File: config.mk
export PLATFORM = sky130hd
export DESIGN_NAME = mpd_pwm
export DESIGN_NICKNAME = d
export VERILOG_FILES = /design/src/hw/mpd_pkg.sv /design/src/hw/mpd_pwm.sv
export SDC_FILE = /design/constraint.sdc
export NUM_CORES = 1
export LEC_CHECK = 0
export BUFFER_PORTS_ARGS = -buffer_cell sky130_fd_sc_hd__buf_2
export CAP_MARGIN = 20
export CORE_ASPECT_RATIO = 1.25
export CORE_UTILIZATION = 65
export CTS_BUF_LIST = sky130_fd_sc_hd__clkbuf_16
export DETAILED_ROUTE_END_ITERATION = 8
export PLACE_DENSITY = 0.85
export SYNTH_ARGS = -nofsm -noshare
export SYNTH_HDL_FRONTEND = slang
export SYNTH_SLANG_ARGS = --single-unit
File: constraint.sdc
create_clock -name i_clock -period 18.1 [get_ports i_clock]
set_input_delay 0.905 -clock i_clock [delete_from_list [all_inputs] [get_ports i_clock]]
set_output_delay 0.905 -clock i_clock [all_outputs]
set_load 0.03 [all_outputs]
File: src/hw/mpd_pkg.sv
// Functional notes
// RULE1: Period buffer loads active period when counter wraps to zero in edge modes.
// RULE2: In up/down modes the period buffer loads whenever the counter is zero.
// RULE3: While the time base is disabled the period buffer copies continuously.
// RULE4: PWM period is cycle time times (period+1) times prescale; doubled up/down.
// RULE5: Edge-aligned output goes active at counter zero, inactive on duty match.
// RULE6: Edge-aligned: duty zero never active; duty above period always active.
// RULE7: Center-aligned: active on match counting down, inactive on match counting up.
// RULE8: Center-aligned: duty zero never active; duty equal to period always active.
// RULE9: Four 16-bit duty registers, one per duty generator, set active time.
// RULE10: Duty LSB delays the edge by half a count, doubling resolution.
// RULE11: Each duty has buffer and active copy; edge modes load at period wrap.
// RULE12: Edge modes copy duties while disabled and update disable is clear.
// RULE13: Single-update up/down loads duties at zero going up, and while disabled.
// RULE14: Double-update mode loads duties at zero, at period match, and while disabled.
// RULE15: Duty n drives pair n; low output complements high with optional dead time.
// RULE16: Pair is complementary when its mode bit is clear; reset default complementary.
// RULE17: Two dead times, one per switching direction, independently programmable.
// RULE18: Each pair has a 6-bit down counter loaded on compare rising and falling edges.
// RULE19: Per pair, one bit picks active-edge dead time, another the inactive-edge one.
// RULE20: Each dead time has a 2-bit prescale: one, two, four or eight cycles.
// RULE21: Both 6-bit dead time counts live in dead time control one.
// RULE22: Dead time prescalers clear on counter load, control writes and reset.
// RULE23: Counter status bit 15 reads count direction, 0 up, 1 down, read only.
// RULE24: Mode 00 free-running, 01 single-shot, 10 up/down, 11 up/down double update.
// RULE25: Nonzero dead time counter holds both pair outputs inactive; pairs with the mode bit set ignore the counter here.
// RULE26: Software should not change dead time controls while time base runs.
package mpd_pkg;
    // ==========================================================
    // Register map (byte addresses)
    localparam logic [7:0] MPD_OFS_PERIOD = 8'h00;
    localparam logic [7:0] MPD_OFS_DUTY1 = 8'h04;
    localparam logic [7:0] MPD_OFS_OUTCTL1 = 8'h14;
    localparam logic [7:0] MPD_OFS_OUTCTL2 = 8'h18;
    localparam logic [7:0] MPD_OFS_DTCTL1 = 8'h1c;
    localparam logic [7:0] MPD_OFS_DTCTL2 = 8'h20;
    localparam logic [7:0] MPD_OFS_STATUS = 8'h24;
    // ==========================================================
    // Field positions
    localparam int MPD_DT_A_LSB = 0;
    localparam int MPD_DT_A_PS_LSB = 6;
    localparam int MPD_DT_B_LSB = 8;
    localparam int MPD_DT_B_PS_LSB = 14;
    localparam int MPD_UPDATE_DISABLE_BIT = 0;
    localparam int MPD_DIR_BIT = 15;
    // ==========================================================
    // Time base modes
    localparam logic [1:0] MPD_MODE_FREE = 2'h0;
    localparam logic [1:0] MPD_MODE_SHOT = 2'h1;
    localparam logic [1:0] MPD_MODE_UPDN = 2'h2;
    localparam logic [1:0] MPD_MODE_UPDN2 = 2'h3;
    // ==========================================================
    // Reset values and bus answers
    localparam logic [15:0] MPD_RST_REG = 16'h0000;
    localparam logic [1:0] MPD_RESP_OKAY = 2'h0;
    localparam logic [1:0] MPD_RESP_SLVERR = 2'h2;
    localparam int MPD_PAIRS = 4;

    // Time base inputs shared from the counter block
    typedef struct packed {
        logic time_base_enable;
        logic [1:0] time_base_mode;
        logic count_direction;
        logic [14:0] time_base_counter;
    } mpd_tb_t;

    // Whole state of the PWM compare and dead time block
    typedef struct packed {
        logic [14:0] per_buf;
        logic [14:0] per_act;
        logic [3:0][15:0] duty_buf;
        logic [3:0][15:0] duty_act;
        logic [3:0] pair_mode_select;
        logic update_disable;
        logic [15:0] dtc1;
        logic [7:0] dtc2;
        logic [14:0] prev_cnt;
        logic [3:0] raw;
        logic [3:0] cmp;
        logic [3:0][5:0] dt_cnt;
        logic [3:0] dt_unit;
        logic [2:0] pre_a;
        logic [2:0] pre_b;
        logic [3:0] out_h;
        logic [3:0] out_l;
        logic awv;
        logic [7:0] awaddr;
        logic wv;
        logic [31:0] wdata;
        logic [3:0] wstrb;
        logic awrdy;
        logic wrdy;
        logic bvalid;
        logic [1:0] bresp;
        logic arrdy;
        logic rvalid;
        logic [31:0] rdata;
        logic [1:0] rresp;
    } mpd_state_t;
endpackage : mpd_pkg

File: src/hw/mpd_pwm.sv
`timescale 1ns/1ns
`default_nettype none
// PWM compare, duty double buffering and dead time stage for four pairs
module mpd_pwm #(
    parameter int ADDR_W = 8
) (
    input wire logic i_clock,
    input wire logic i_rst_n,
    input wire mpd_pkg::mpd_tb_t i_tb,
    input wire logic [ADDR_W-1:0] i_awaddr,
    input wire logic i_awvalid,
    output logic o_awready,
    input wire logic [31:0] i_wdata,
    input wire logic [3:0] i_wstrb,
    input wire logic i_wvalid,
    output logic o_wready,
    output logic [1:0] o_bresp,
    output logic o_bvalid,
    input wire logic i_bready,
    input wire logic [ADDR_W-1:0] i_araddr,
    input wire logic i_arvalid,
    output logic o_arready,
    output logic [31:0] o_rdata,
    output logic [1:0] o_rresp,
    output logic o_rvalid,
    input wire logic i_rready,
    output logic [3:0] o_pair_high_output,
    output logic [3:0] o_pair_low_output
);
    // ==========================================================
    // Reset release
    logic rst_meta_r;
    logic rst_sync_r;
    mpd_pkg::mpd_state_t s_r;
    mpd_pkg::mpd_state_t s_nxt;

    // Two-stage release of the asynchronous reset
    always_ff @(posedge i_clock or negedge i_rst_n) begin
        if (!i_rst_n) begin
            rst_meta_r <= 1'b0;
            rst_sync_r <= 1'b0;
        end else begin
            rst_meta_r <= 1'b1;
            rst_sync_r <= rst_meta_r;
        end
    end

    // ==========================================================
    // Helpers
    // Byte-lane merge of a 16-bit register
    function automatic logic [15:0] merge16(input logic [15:0] old, input logic [31:0] d,
                                            input logic [3:0] st);
        logic [15:0] r;
        r = old;
        if (st[0]) r[7:0] = d[7:0];
        if (st[1]) r[15:8] = d[15:8];
        return r;
    endfunction : merge16

    // Last prescaler count for a 2-bit select: 1, 2, 4 or 8 cycles
    function automatic logic [2:0] ps_last(input logic [1:0] ps);
        logic [2:0] r;
        unique case (ps)
            2'h0: r = 3'h0;
            2'h1: r = 3'h1;
            2'h2: r = 3'h3;
            2'h3: r = 3'h7;
        endcase
        return r;
    endfunction : ps_last

    // ==========================================================
    // Decoded combinational terms
    logic [7:0] wa;
    logic [7:0] ra;
    logic do_wr;
    logic wr_ok;
    logic rd_ok;
    logic dt_wr;
    logic edge_mode;
    logic at_zero;
    logic wrap;
    logic per_load;
    logic duty_load;
    logic tick_a;
    logic tick_b;
    logic load_any;
    logic [14:0] dh;
    logic c;
    logic rise;
    logic fall;
    logic sel;
    logic tk;
    logic [31:0] rd;
    logic [15:0] pm;

    // Next-state logic of the whole block
    always_comb begin
        s_nxt = s_r;
        wa = {s_r.awaddr[7:2], 2'h0};
        ra = 8'(i_araddr);
        ra = {ra[7:2], 2'h0};
        do_wr = s_r.awv && s_r.wv && !s_r.bvalid;
        wr_ok = 1'b0;
        rd_ok = 1'b0;
        dt_wr = 1'b0;
        load_any = 1'b0;
        dh = 15'h0000;
        c = 1'b0;
        rise = 1'b0;
        fall = 1'b0;
        sel = 1'b0;
        tk = 1'b0;
        rd = 32'h0000_0000;
        pm = 16'h0000;

        // Write address and data are taken independently
        if (i_awvalid && s_r.awrdy) begin
            s_nxt.awv = 1'b1;
            s_nxt.awaddr = 8'(i_awaddr);
        end
        if (i_wvalid && s_r.wrdy) begin
            s_nxt.wv = 1'b1;
            s_nxt.wdata = i_wdata;
            s_nxt.wstrb = i_wstrb;
        end

        // Period and duty writes go to the software-visible buffers; control registers take writes directly
        if (do_wr) begin
            wr_ok = 1'b1;
            if (wa == mpd_pkg::MPD_OFS_PERIOD) begin
                pm = merge16({1'b0, s_r.per_buf}, s_r.wdata, s_r.wstrb);
                s_nxt.per_buf = pm[14:0]; // RULE1
            end else if (wa == mpd_pkg::MPD_OFS_OUTCTL1) begin
                if (s_r.wstrb[0]) s_nxt.pair_mode_select = s_r.wdata[3:0]; // RULE16
            end else if (wa == mpd_pkg::MPD_OFS_OUTCTL2) begin
                if (s_r.wstrb[0]) s_nxt.update_disable = s_r.wdata[mpd_pkg::MPD_UPDATE_DISABLE_BIT];
            end else if (wa == mpd_pkg::MPD_OFS_DTCTL1) begin
                s_nxt.dtc1 = merge16(s_r.dtc1, s_r.wdata, s_r.wstrb); // RULE21
                dt_wr = 1'b1;
            end else if (wa == mpd_pkg::MPD_OFS_DTCTL2) begin
                if (s_r.wstrb[0]) s_nxt.dtc2 = s_r.wdata[7:0]; // RULE19
                dt_wr = 1'b1;
            end else if (wa == mpd_pkg::MPD_OFS_STATUS) begin
                wr_ok = 1'b1;
            end else begin
                wr_ok = 1'b0;
            end
            for (int i = 0; i < mpd_pkg::MPD_PAIRS; i++) begin
                if (wa == 8'(mpd_pkg::MPD_OFS_DUTY1 + 8'(4 * i))) begin
                    s_nxt.duty_buf[i] = merge16(s_r.duty_buf[i], s_r.wdata, s_r.wstrb); // RULE9
                    wr_ok = 1'b1;
                end
            end
            s_nxt.awv = 1'b0;
            s_nxt.wv = 1'b0;
            s_nxt.bvalid = 1'b1;
            s_nxt.bresp = wr_ok ? mpd_pkg::MPD_RESP_OKAY : mpd_pkg::MPD_RESP_SLVERR;
        end
        if (s_r.bvalid && i_bready) s_nxt.bvalid = 1'b0;
        // Readies stay low while an item is held or the response is pending
        s_nxt.awrdy = !s_nxt.awv && !s_nxt.bvalid;
        s_nxt.wrdy = !s_nxt.wv && !s_nxt.bvalid;

        // Read answers one cycle after the address is taken
        if (i_arvalid && s_r.arrdy) begin
            rd_ok = 1'b1;
            if (ra == mpd_pkg::MPD_OFS_PERIOD) begin
                rd = {17'h00000, s_r.per_buf};
            end else if (ra == mpd_pkg::MPD_OFS_OUTCTL1) begin
                rd = {28'h0000000, s_r.pair_mode_select};
            end else if (ra == mpd_pkg::MPD_OFS_OUTCTL2) begin
                rd = {31'h00000000, s_r.update_disable};
            end else if (ra == mpd_pkg::MPD_OFS_DTCTL1) begin
                rd = {16'h0000, s_r.dtc1};
            end else if (ra == mpd_pkg::MPD_OFS_DTCTL2) begin
                rd = {24'h000000, s_r.dtc2};
            end else if (ra == mpd_pkg::MPD_OFS_STATUS) begin
                rd = {16'h0000, i_tb.count_direction, i_tb.time_base_counter}; // RULE23
            end else begin
                rd_ok = 1'b0;
            end
            for (int i = 0; i < mpd_pkg::MPD_PAIRS; i++) begin
                if (ra == 8'(mpd_pkg::MPD_OFS_DUTY1 + 8'(4 * i))) begin
                    rd = {16'h0000, s_r.duty_buf[i]};
                    rd_ok = 1'b1;
                end
            end
            s_nxt.rvalid = 1'b1;
            s_nxt.rdata = rd;
            s_nxt.rresp = rd_ok ? mpd_pkg::MPD_RESP_OKAY : mpd_pkg::MPD_RESP_SLVERR;
        end
        if (s_r.rvalid && i_rready) s_nxt.rvalid = 1'b0;
        s_nxt.arrdy = !s_nxt.rvalid;

        // Reload points of the time base
        edge_mode = !i_tb.time_base_mode[1]; // RULE24
        at_zero = i_tb.time_base_counter == 15'h0000;
        wrap = at_zero && s_r.prev_cnt == s_r.per_act; // RULE4
        s_nxt.prev_cnt = i_tb.time_base_counter;
        if (!i_tb.time_base_enable) begin
            per_load = 1'b1; // RULE3
        end else if (edge_mode) begin
            per_load = wrap; // RULE1
        end else begin
            per_load = at_zero; // RULE2
        end
        if (per_load) s_nxt.per_act = s_r.per_buf;

        // Duty reload depends on mode; update disable gates only the edge-mode idle copy
        unique case (i_tb.time_base_mode)
            mpd_pkg::MPD_MODE_FREE, mpd_pkg::MPD_MODE_SHOT: begin
                duty_load = i_tb.time_base_enable ? wrap : !s_r.update_disable; // RULE11 RULE12
            end
            mpd_pkg::MPD_MODE_UPDN: begin
                duty_load = !i_tb.time_base_enable
                    || (at_zero && !i_tb.count_direction); // RULE13
            end
            mpd_pkg::MPD_MODE_UPDN2: begin
                duty_load = !i_tb.time_base_enable || at_zero
                    || i_tb.time_base_counter == s_r.per_act; // RULE14
            end
        endcase
        if (duty_load) s_nxt.duty_act = s_r.duty_buf;

        // Dead time prescaler ticks from the present counts
        tick_a = s_r.pre_a == ps_last(s_r.dtc1[mpd_pkg::MPD_DT_A_PS_LSB +: 2]); // RULE20
        tick_b = s_r.pre_b == ps_last(s_r.dtc1[mpd_pkg::MPD_DT_B_PS_LSB +: 2]); // RULE20

        // Per pair: compare, edge detect, dead time count and outputs
        for (int i = 0; i < mpd_pkg::MPD_PAIRS; i++) begin
            dh = s_r.duty_act[i][15:1];
            if (s_r.duty_act[i] == 16'h0000) begin
                s_nxt.raw[i] = 1'b0; // RULE6 RULE8
            end else if (edge_mode) begin
                // Duty register above the period keeps the output active
                s_nxt.raw[i] = (i_tb.time_base_counter < dh)
                    || s_r.duty_act[i] > {1'b0, s_r.per_act}; // RULE5 RULE6
            end else if (dh >= s_r.per_act || s_r.duty_act[i] == {1'b0, s_r.per_act}) begin
                s_nxt.raw[i] = 1'b1; // RULE8
            end else begin
                s_nxt.raw[i] = (i_tb.time_base_counter < dh)
                    || (i_tb.time_base_counter == dh && i_tb.count_direction); // RULE7
            end
            c = s_nxt.raw[i] || (s_r.duty_act[i][0] && s_r.raw[i]); // RULE10
            s_nxt.cmp[i] = c;
            rise = c && !s_r.cmp[i];
            fall = !c && s_r.cmp[i];
            sel = rise ? s_r.dtc2[i] : s_r.dtc2[4 + i];
            tk = s_r.dt_unit[i] ? tick_b : tick_a;
            if (rise || fall) begin
                s_nxt.dt_cnt[i] = sel ? s_r.dtc1[mpd_pkg::MPD_DT_B_LSB +: 6]
                                      : s_r.dtc1[mpd_pkg::MPD_DT_A_LSB +: 6]; // RULE18 RULE17
                s_nxt.dt_unit[i] = sel; // RULE19
                load_any = 1'b1;
            end else if (s_r.dt_cnt[i] != 6'h00 && tk) begin
                s_nxt.dt_cnt[i] = s_r.dt_cnt[i] - 6'h01;
            end
            if (s_r.pair_mode_select[i]) begin
                s_nxt.out_h[i] = c;
                s_nxt.out_l[i] = c;
            end else begin
                s_nxt.out_h[i] = c && s_nxt.dt_cnt[i] == 6'h00; // RULE15 RULE25
                s_nxt.out_l[i] = !c && s_nxt.dt_cnt[i] == 6'h00; // RULE15 RULE25
            end
        end

        // Prescalers run freely and clear on loads and control writes
        s_nxt.pre_a = tick_a ? 3'h0 : s_r.pre_a + 3'h1;
        s_nxt.pre_b = tick_b ? 3'h0 : s_r.pre_b + 3'h1;
        if (load_any || dt_wr) begin
            s_nxt.pre_a = 3'h0; // RULE22
            s_nxt.pre_b = 3'h0; // RULE22
        end
    end

    // State register; reset clears everything, pairs complementary
    always_ff @(posedge i_clock or negedge rst_sync_r) begin
        if (!rst_sync_r) begin
            s_r <= '0; // RULE16 RULE22
        end else begin
            s_r <= s_nxt;
        end
    end

    // ==========================================================
    // Outputs straight from the state register
    assign o_awready = s_r.awrdy;
    assign o_wready = s_r.wrdy;
    assign o_bvalid = s_r.bvalid;
    assign o_bresp = s_r.bresp;
    assign o_arready = s_r.arrdy;
    assign o_rvalid = s_r.rvalid;
    assign o_rdata = s_r.rdata;
    assign o_rresp = s_r.rresp;
    assign o_pair_high_output = s_r.out_h;
    assign o_pair_low_output = s_r.out_l;
endmodule : mpd_pwm
`default_nettype wire
==> run_results.csv, run 1 <==
group,metric,value,unit
clocking,cts.sinks,303,
synth,synth_seq_cells,303,
synth,synth_cells,1702,
sta,setup_tns,0,ns
global_route,grt_max_degree,196,
sta,fin_crit_sh,30.4,%
synth,synth_area_leader_cell,"dfrtp_1",
run_status,violations,"design-rule violations",
cells_and_area,area_growth,7.65,%
routing,routed_wirelength,54200,microns
power,seq_power_share,32.8,%
global_route,grt.total_usage,38.6,%
routing,drtPass1Iterations,9,
power,p_comb_share,51.7,%
die,die_height,189,microns
sta,setup_viol,0,
global_route,grt_first_pass_wirelength,83800,microns
die,initial_utilization,66.1,%
die,die_w,152,microns
clocking,cts_hold_buf,0,
global_route,antenna_found_initial,0,
sta,period_needed,5.51,ns
routing,drc,40,
synth,synth_edf_count,0,
placement,placed_cells,2084,
setup_path,path_class,"register to register",
power,power_switching,1.61,mW
power,sw_frac_of_total,44.9,%
clocking,clock_path_buffers,3,
power,clkPwrFrac,15.5,%
placement,port-buffer-count,86,
routing,drt_iter0_drc,1406,
sta,tightest_slew,1.15,ns
routing,vias_per_cell,6.89,
routing,avgRoutedWirePerCell,25.4,microns
synth,post-synth-top-count-cell,"dfrtp_1",
setup_path,reg2reg_slack,12.59,ns
routing,ant_nets,0,
setup_path,cp_max_fo,9,
clocking,htree_levels,1,
cells_and_area,fin_cells,2135,
setup_path,rr_endpoint,"o_pair_high_output[2]",
sta,max-slew-margin-rel,23.0,%
power,vdd_drop_max,217,uV
setup_path,cp-end-kind,"register",
sta,fmax,0.182,GHz
global_route,grt_pass1_vias,14800,
sta,rsz0062_at_grt,"no",
power,leakagePower,9.51,nW
run,cap_viol_max_count,0,
synth,synth_seq_area_share,41.5,%
cells_and_area,nets,2038,
sta,hold_violations,0,
cells_and_area,drive_above_1_share,20.1,%
power,powerDensity,182,nW/um^2
run_status,outcome,"finished with violations",
clocking,clk_pin_slew,0.07,ns
power,power.internal,1.98,mW
setup_path,critical_path.reg2reg.startpoint,"s_r[310]",
synth,synth_ff_type,"dfrtp_1",
setup_path,crit_path_start_kind,"register",
worst_hold_path,hold_path_class,"input port to async pin",
die,boundaryPins,127,
die,rows,68,
setup_path,required,18.58,ns
synth,yosysWarningCount,0,
synth,yosys.area.top_type_share,41.5,%
setup_path,r2r_cells,17,
sta,fin_ws,12.59,ns
setup_path,crit_arrival,5.99,ns
clocking,numCtsBuffers,29,
synth,netlist_area,18300,sq um
global_route,grt-ovfl-total,0,
clocking,cts_resized,0,
placement,post-dp-hpwl,38700,microns
synth,synth_common_cells,"303 x dfrtp_1, 208 x mux2_2, 194 x ha_1, 119 x inv_1, 88 x nor2_1",
clocking,clock_latency,0.58,ns
die,coreArea,27700,sq um
sta,final_max_slew_viol_count,0,
die,die-area,28800,sq um
clocking,cts_tree,"yes",
power,report.power.total,3.59,mW
clocking,cts_setup_buffers,0,
synth,synth.distinct_cells,81,
sta,finClkSkew,0.0283,ns
synth,postSynthAreaPerCell,10.7,sq um
placement,dpl_worst_slack,12.39,ns
synth,netlist_top_cells_area,"dfrtp_1 41%, ha_1 13%, mux2_2 13%, inv_1 2.4%, o21ai_0 2.3%",
clocking,root_buffer,"clkbuf_16",
routing,num_vias,14700,
placement,place.gp.congestion,1.01,
synth,async_flop_share,100,%
## stage by stage
| stage | instance area (sq um) | hold WS (ns) | utilization, % |
|---|---|---|---|
| floorplan | 18300 | 0.331 | - |
| global placement | 18800 | 0.339 | 68.1 |
| detailed placement | 18800 | 0.347 | 68.1 |
| CTS | 19700 | 0.0951 | 71.1 |
| global route | 19700 | 0.104 | 71.2 |
| finish | 19700 | 0.106 | 71.2 |
## metal layers
metal	global-route usage, %	wire [microns]	vias to the layer above
met5	0	0	-
met4	32.1	5010	0
met3	6.80	5140	300
met2	61.7	24700	891
met1	45.9	19400	7129
li1	-	-	6387
## worst max-delay path: stages (launching register included)
cell	delay (ns)
dfrtp_1	0.42
inv_1	0.45
ha_1	0.35
nor2b_1	0.13
o21a_1	0.16
o21a_1	0.16
o311ai_0	0.40
a21oi_1	0.12
a21boi_0	0.65
nand2_1	0.20
ha_1	0.24
mux2i_1	0.60
mux2i_1	0.26
nor2_1	0.07
a311oi_1	0.34
or3b_1	0.43
nor4_2	0.22
o21a_1	0.18
## state kept, by name, indices dropped and copies added (netlist names)
name                count
o_bvalid                1
s_r                   255
rst_meta_r              1
o_wready                1
o_arready               1
o_rvalid                1
dh                     15
rst_sync_r              1
o_awready               1
o_rresp                 1
o_bresp                 1
o_rdata                16
o_pair_low_output       4
o_pair_high_output      4
## cell families after synthesis
group | after synthesis | share of synthesized area [%]
fa+ha+maj | 194 | 13.3
flops | 303 | 41.5
simple gates | 386 | 11.2
compound gates | 346 | 12.9
xor+xnor | 39 | 1.87
mux | 234 | 14.2
buf+inv | 198 | 5.02
other cells | 2 | 0.0411
## power groups by stage
stage	Sequential (mW)	Clock, mW	Combinational (mW)
after floorplan	1.04	0	1.40
after global placement	1.15	0	1.74
after detailed placement	1.16	0	1.81
after CTS	1.16	0.560	1.83
after global routing	1.18	0.586	2.05
final	1.18	0.557	1.85
## placed cells by master (no fill, tap or decap), types with 30 or more instances in the layout
master	synthesis	layout
o21ai_0	83	83
nand2_1	81	81
mux2_2	208	208
dfrtp_1	303	302
a21o_1	30	30
inv_1	119	125
ha_1	194	194
nor2_1	88	88
buf_2	7	86
a21oi_1	69	69
nand4_1	52	52
## worst max path at each step
stage / startpoint / to / slack [ns] / cells after the start
final: s_r[310] / o_pair_high_output[2] / 12.59 / 17
after floorplan: rst_sync_r / dh[0] / 9.03 / 0
after global routing: s_r[320] / o_pair_low_output[3] / 12.30 / 16
after detailed placement: i_tb[0] / o_pair_low_output[2] / 12.39 / 18
after global placement: i_tb[0] / o_pair_high_output[2] / 12.52 / 18
after CTS: s_r[320] / o_pair_low_output[3] / 12.68 / 16
## cell type report
type / instances / area (sq um)
Antenna cell: 1 / 2.50
Clock buffer: 29 / 726
Clock inverter: 20 / 119
Fill cell: 1926 / 7970
Inverter: 120 / 450
Multi-Input combinational cell: 1218 / 9850
Sequential cell: 303 / 7590
Tap cell: 350 / 438
Timing Repair Buffer: 94 / 507
Note: power is estimated with default switching activity, not from simulation.
==> run 2: changes to the inputs <==
CORE_UTILIZATION = 56   (was 65)
PLACE_DENSITY = 0.78   (was 0.85)
clock period = 4.8 ns   (was 18.1 ns; I/O delays follow)
==> run 2 against run 1 <==
  * The flow now finishes without violations
  * Total power rose to 4.1 times the previous value
  * Combinational power rose to 4.2 times the previous value
  * Critical path depth up 2
  * Critical endpoint is now o_pair_low_output[0]
  * Largest cell class unchanged
  * Largest power group unchanged
  * Highest routed layer unchanged
==> run_results.csv, run 2 (synthesis gave the netlist of run 1 again) <==
group,metric,value,unit
global_route,grt_max_degree,115,
routing,drtPass1Iterations,5,
clocking,htree_levels,1,
sta,hold_violations,0,
setup_path,path_buf_inv,5,
setup_path,cpLargestDelayFamily,"compound AO/OA/AOI/OAI gates",
setup_path,crit_path_start_kind,"register",
die,die_height,204,microns
sta,finClkSkew,0.0268,ns
power,power.internal,8.24,mW
power,p_comb_share,52.7,%
sta,setup_viol,0,
cells_and_area,final_common_cell,"dfrtp_1",
power,seq_power_share,30.1,%
global_route,grt.total_usage,36.4,%
power,sw_frac_of_total,43.7,%
sta,final_max_slew_viol_count,0,
sta,setup_tns,0,ns
setup_path,required,5.31,ns
clocking,clock_latency,0.59,ns
sta,period_needed,4.56,ns
clocking,cts.sinks,303,
run,cap_viol_max_count,0,
sta,rsz0062_at_grt,"no",
clocking,root_buffer,"clkbuf_16",
power,leakagePower,10.1,nW
clocking,numCtsBuffers,31,
routing,drt_iter0_drc,1188,
cells_and_area,largest-register,"s_r",
die,initial_utilization,57.2,%
cells_and_area,drive_above_1_share,23.4,%
placement,port-buffer-count,86,
global_route,grt_first_pass_wirelength,89800,microns
die,boundaryPins,127,
cells_and_area,largest_register_ffs,255,
setup_path,crit_arrival,5.07,ns
setup_path,crit_chain,"clkinvlp_4 > buf_4 > buf_4 > ha_1 > and3_1 > a221o_1 > a21o_1 > a211oi_1 > o31ai_1 > buf_4 > ha_1 > mux2i_1 > buf_4 > nor2b_1 > a211oi_1 > a31oi_1 > or3_1 > nor3_1 > mux2_2",
placement,place.gp.congestion,1.01,
global_route,grt_pass1_vias,15100,
setup_path,crit_path_top_delay_cell,"dfrtp_2",
global_route,antenna_found_initial,0,
cells_and_area,utilization,65.4,%
die,rows,73,
sta,fin_crit_sh,95.0,%
routing,routed_wirelength,59100,microns
placement,post-dp-hpwl,43300,microns
clocking,clock_path_buffers,3,
setup_path,slowest_delay,0.42,ns
worst_hold_path,hold_path_class,"input port to register",
power,vdd_drop_max,701,uV
clocking,clk_pin_slew,0.07,ns
cells_and_area,nets,2145,
setup_path,cp_max_fo,8,
setup_path,cpMostUsedCell,"buf_4",
routing,avgRoutedWirePerCell,25.6,microns
routing,ant_nets,0,
power,powerDensity,700,nW/um^2
global_route,grt-ovfl-total,0,
setup_path,cp-end-kind,"register",
routing,num_vias,14800,
sta,max-slew-margin-rel,23.4,%
sta,fmax,0.219,GHz
cells_and_area,fill_cells,2470,
power,power_switching,6.40,mW
die,die-area,33400,sq um
cells_and_area,final_cell_mix,"301 x dfrtp_1, 208 x mux2_2, 194 x ha_1, 116 x inv_1, 88 x nor2_1",
power,clkPwrFrac,17.1,%
cells_and_area,multi_input_area,9880,sq um
sta,tightest_slew,1.15,ns
cells_and_area,area_growth,14.4,%
setup_path,path_class,"register to register",
die,die_w,164,microns
run_status,outcome,"complete, no violations",
die,coreArea,32000,sq um
cells_and_area,regArea,7590,sq um
routing,drc,0,
clocking,cts_tree,"yes",
routing,vias_per_cell,6.41,
==> run 2: final timing paths <==
check                                 from  depth (start not counted)                   end  slack, ns
max in group asynchronous       rst_sync_r                          2              s_r[322]       3.20
worst min-delay path               i_tb[8]                          2              s_r[145]       0.06
worst min register to register  rst_sync_r                          0  o_pair_low_output[2]       0.28
min in group asynchronous       rst_sync_r                          0  o_pair_low_output[2]       0.28
worst max-delay path              s_r[320]                         19  o_pair_low_output[0]       0.24
worst max register to register    s_r[320]                         19  o_pair_low_output[0]       0.24
==> run 2: power by group through the flow <==
stage	clock network (mW)	registers, mW	logic (mW)
finish	2.51	4.41	7.72
global route	2.64	4.45	8.47
CTS	2.52	4.35	7.46
detailed placement	0	4.38	7.37
global placement	0	4.34	7.18
floorplan	0	3.93	5.27
==> run 2: timing repair <==
item,CTS,global route
buffers inserted,0,3
endpoints found under the hold margin,46,0
hold buffers,46,0
resized for setup,0,13
setup endpoints to repair,0,7
==> run 2: cell type report <==
type / instances / area share (%)
Multi-Input combinational cell: 1218 / 47.3
Antenna cell: 1 / 0.0120
Tap cell: 412 / 2.46
Inverter: 120 / 2.17
Clock buffer: 31 / 3.71
Sequential cell: 303 / 36.3
Clock inverter: 27 / 1.29
Timing Repair Buffer: 199 / 6.82
==> run 2: per-stage QoR <==
stage          cell area (sq um)  total power, mW  worst slack (ns)  hold WS [ns]  cells
3_3_place_gp               19300             11.5            0.0536        0.0264   2202
4_1_cts                    20800             14.3            0.0546        0.0372   2306
2_1_floorplan              18300             9.20             0.472       -0.0556   1719
3_5_place_dp               19300             11.8             0.131        0.0281   2202
5_1_grt                    20900             15.6            0.0155        0.0505   2310
6_report                   20900             14.6             0.238        0.0576   2311
==> run 2: metal layers <==
layer | wire length (microns) | global-route usage (%) | vias up
met5 | 0 | 0 | -
met4 | 5330 | 29.1 | 0
met3 | 4190 | 6.31 | 221
met2 | 27500 | 58.6 | 702
li1 | - | - | 6599
met1 | 22100 | 42.9 | 7299
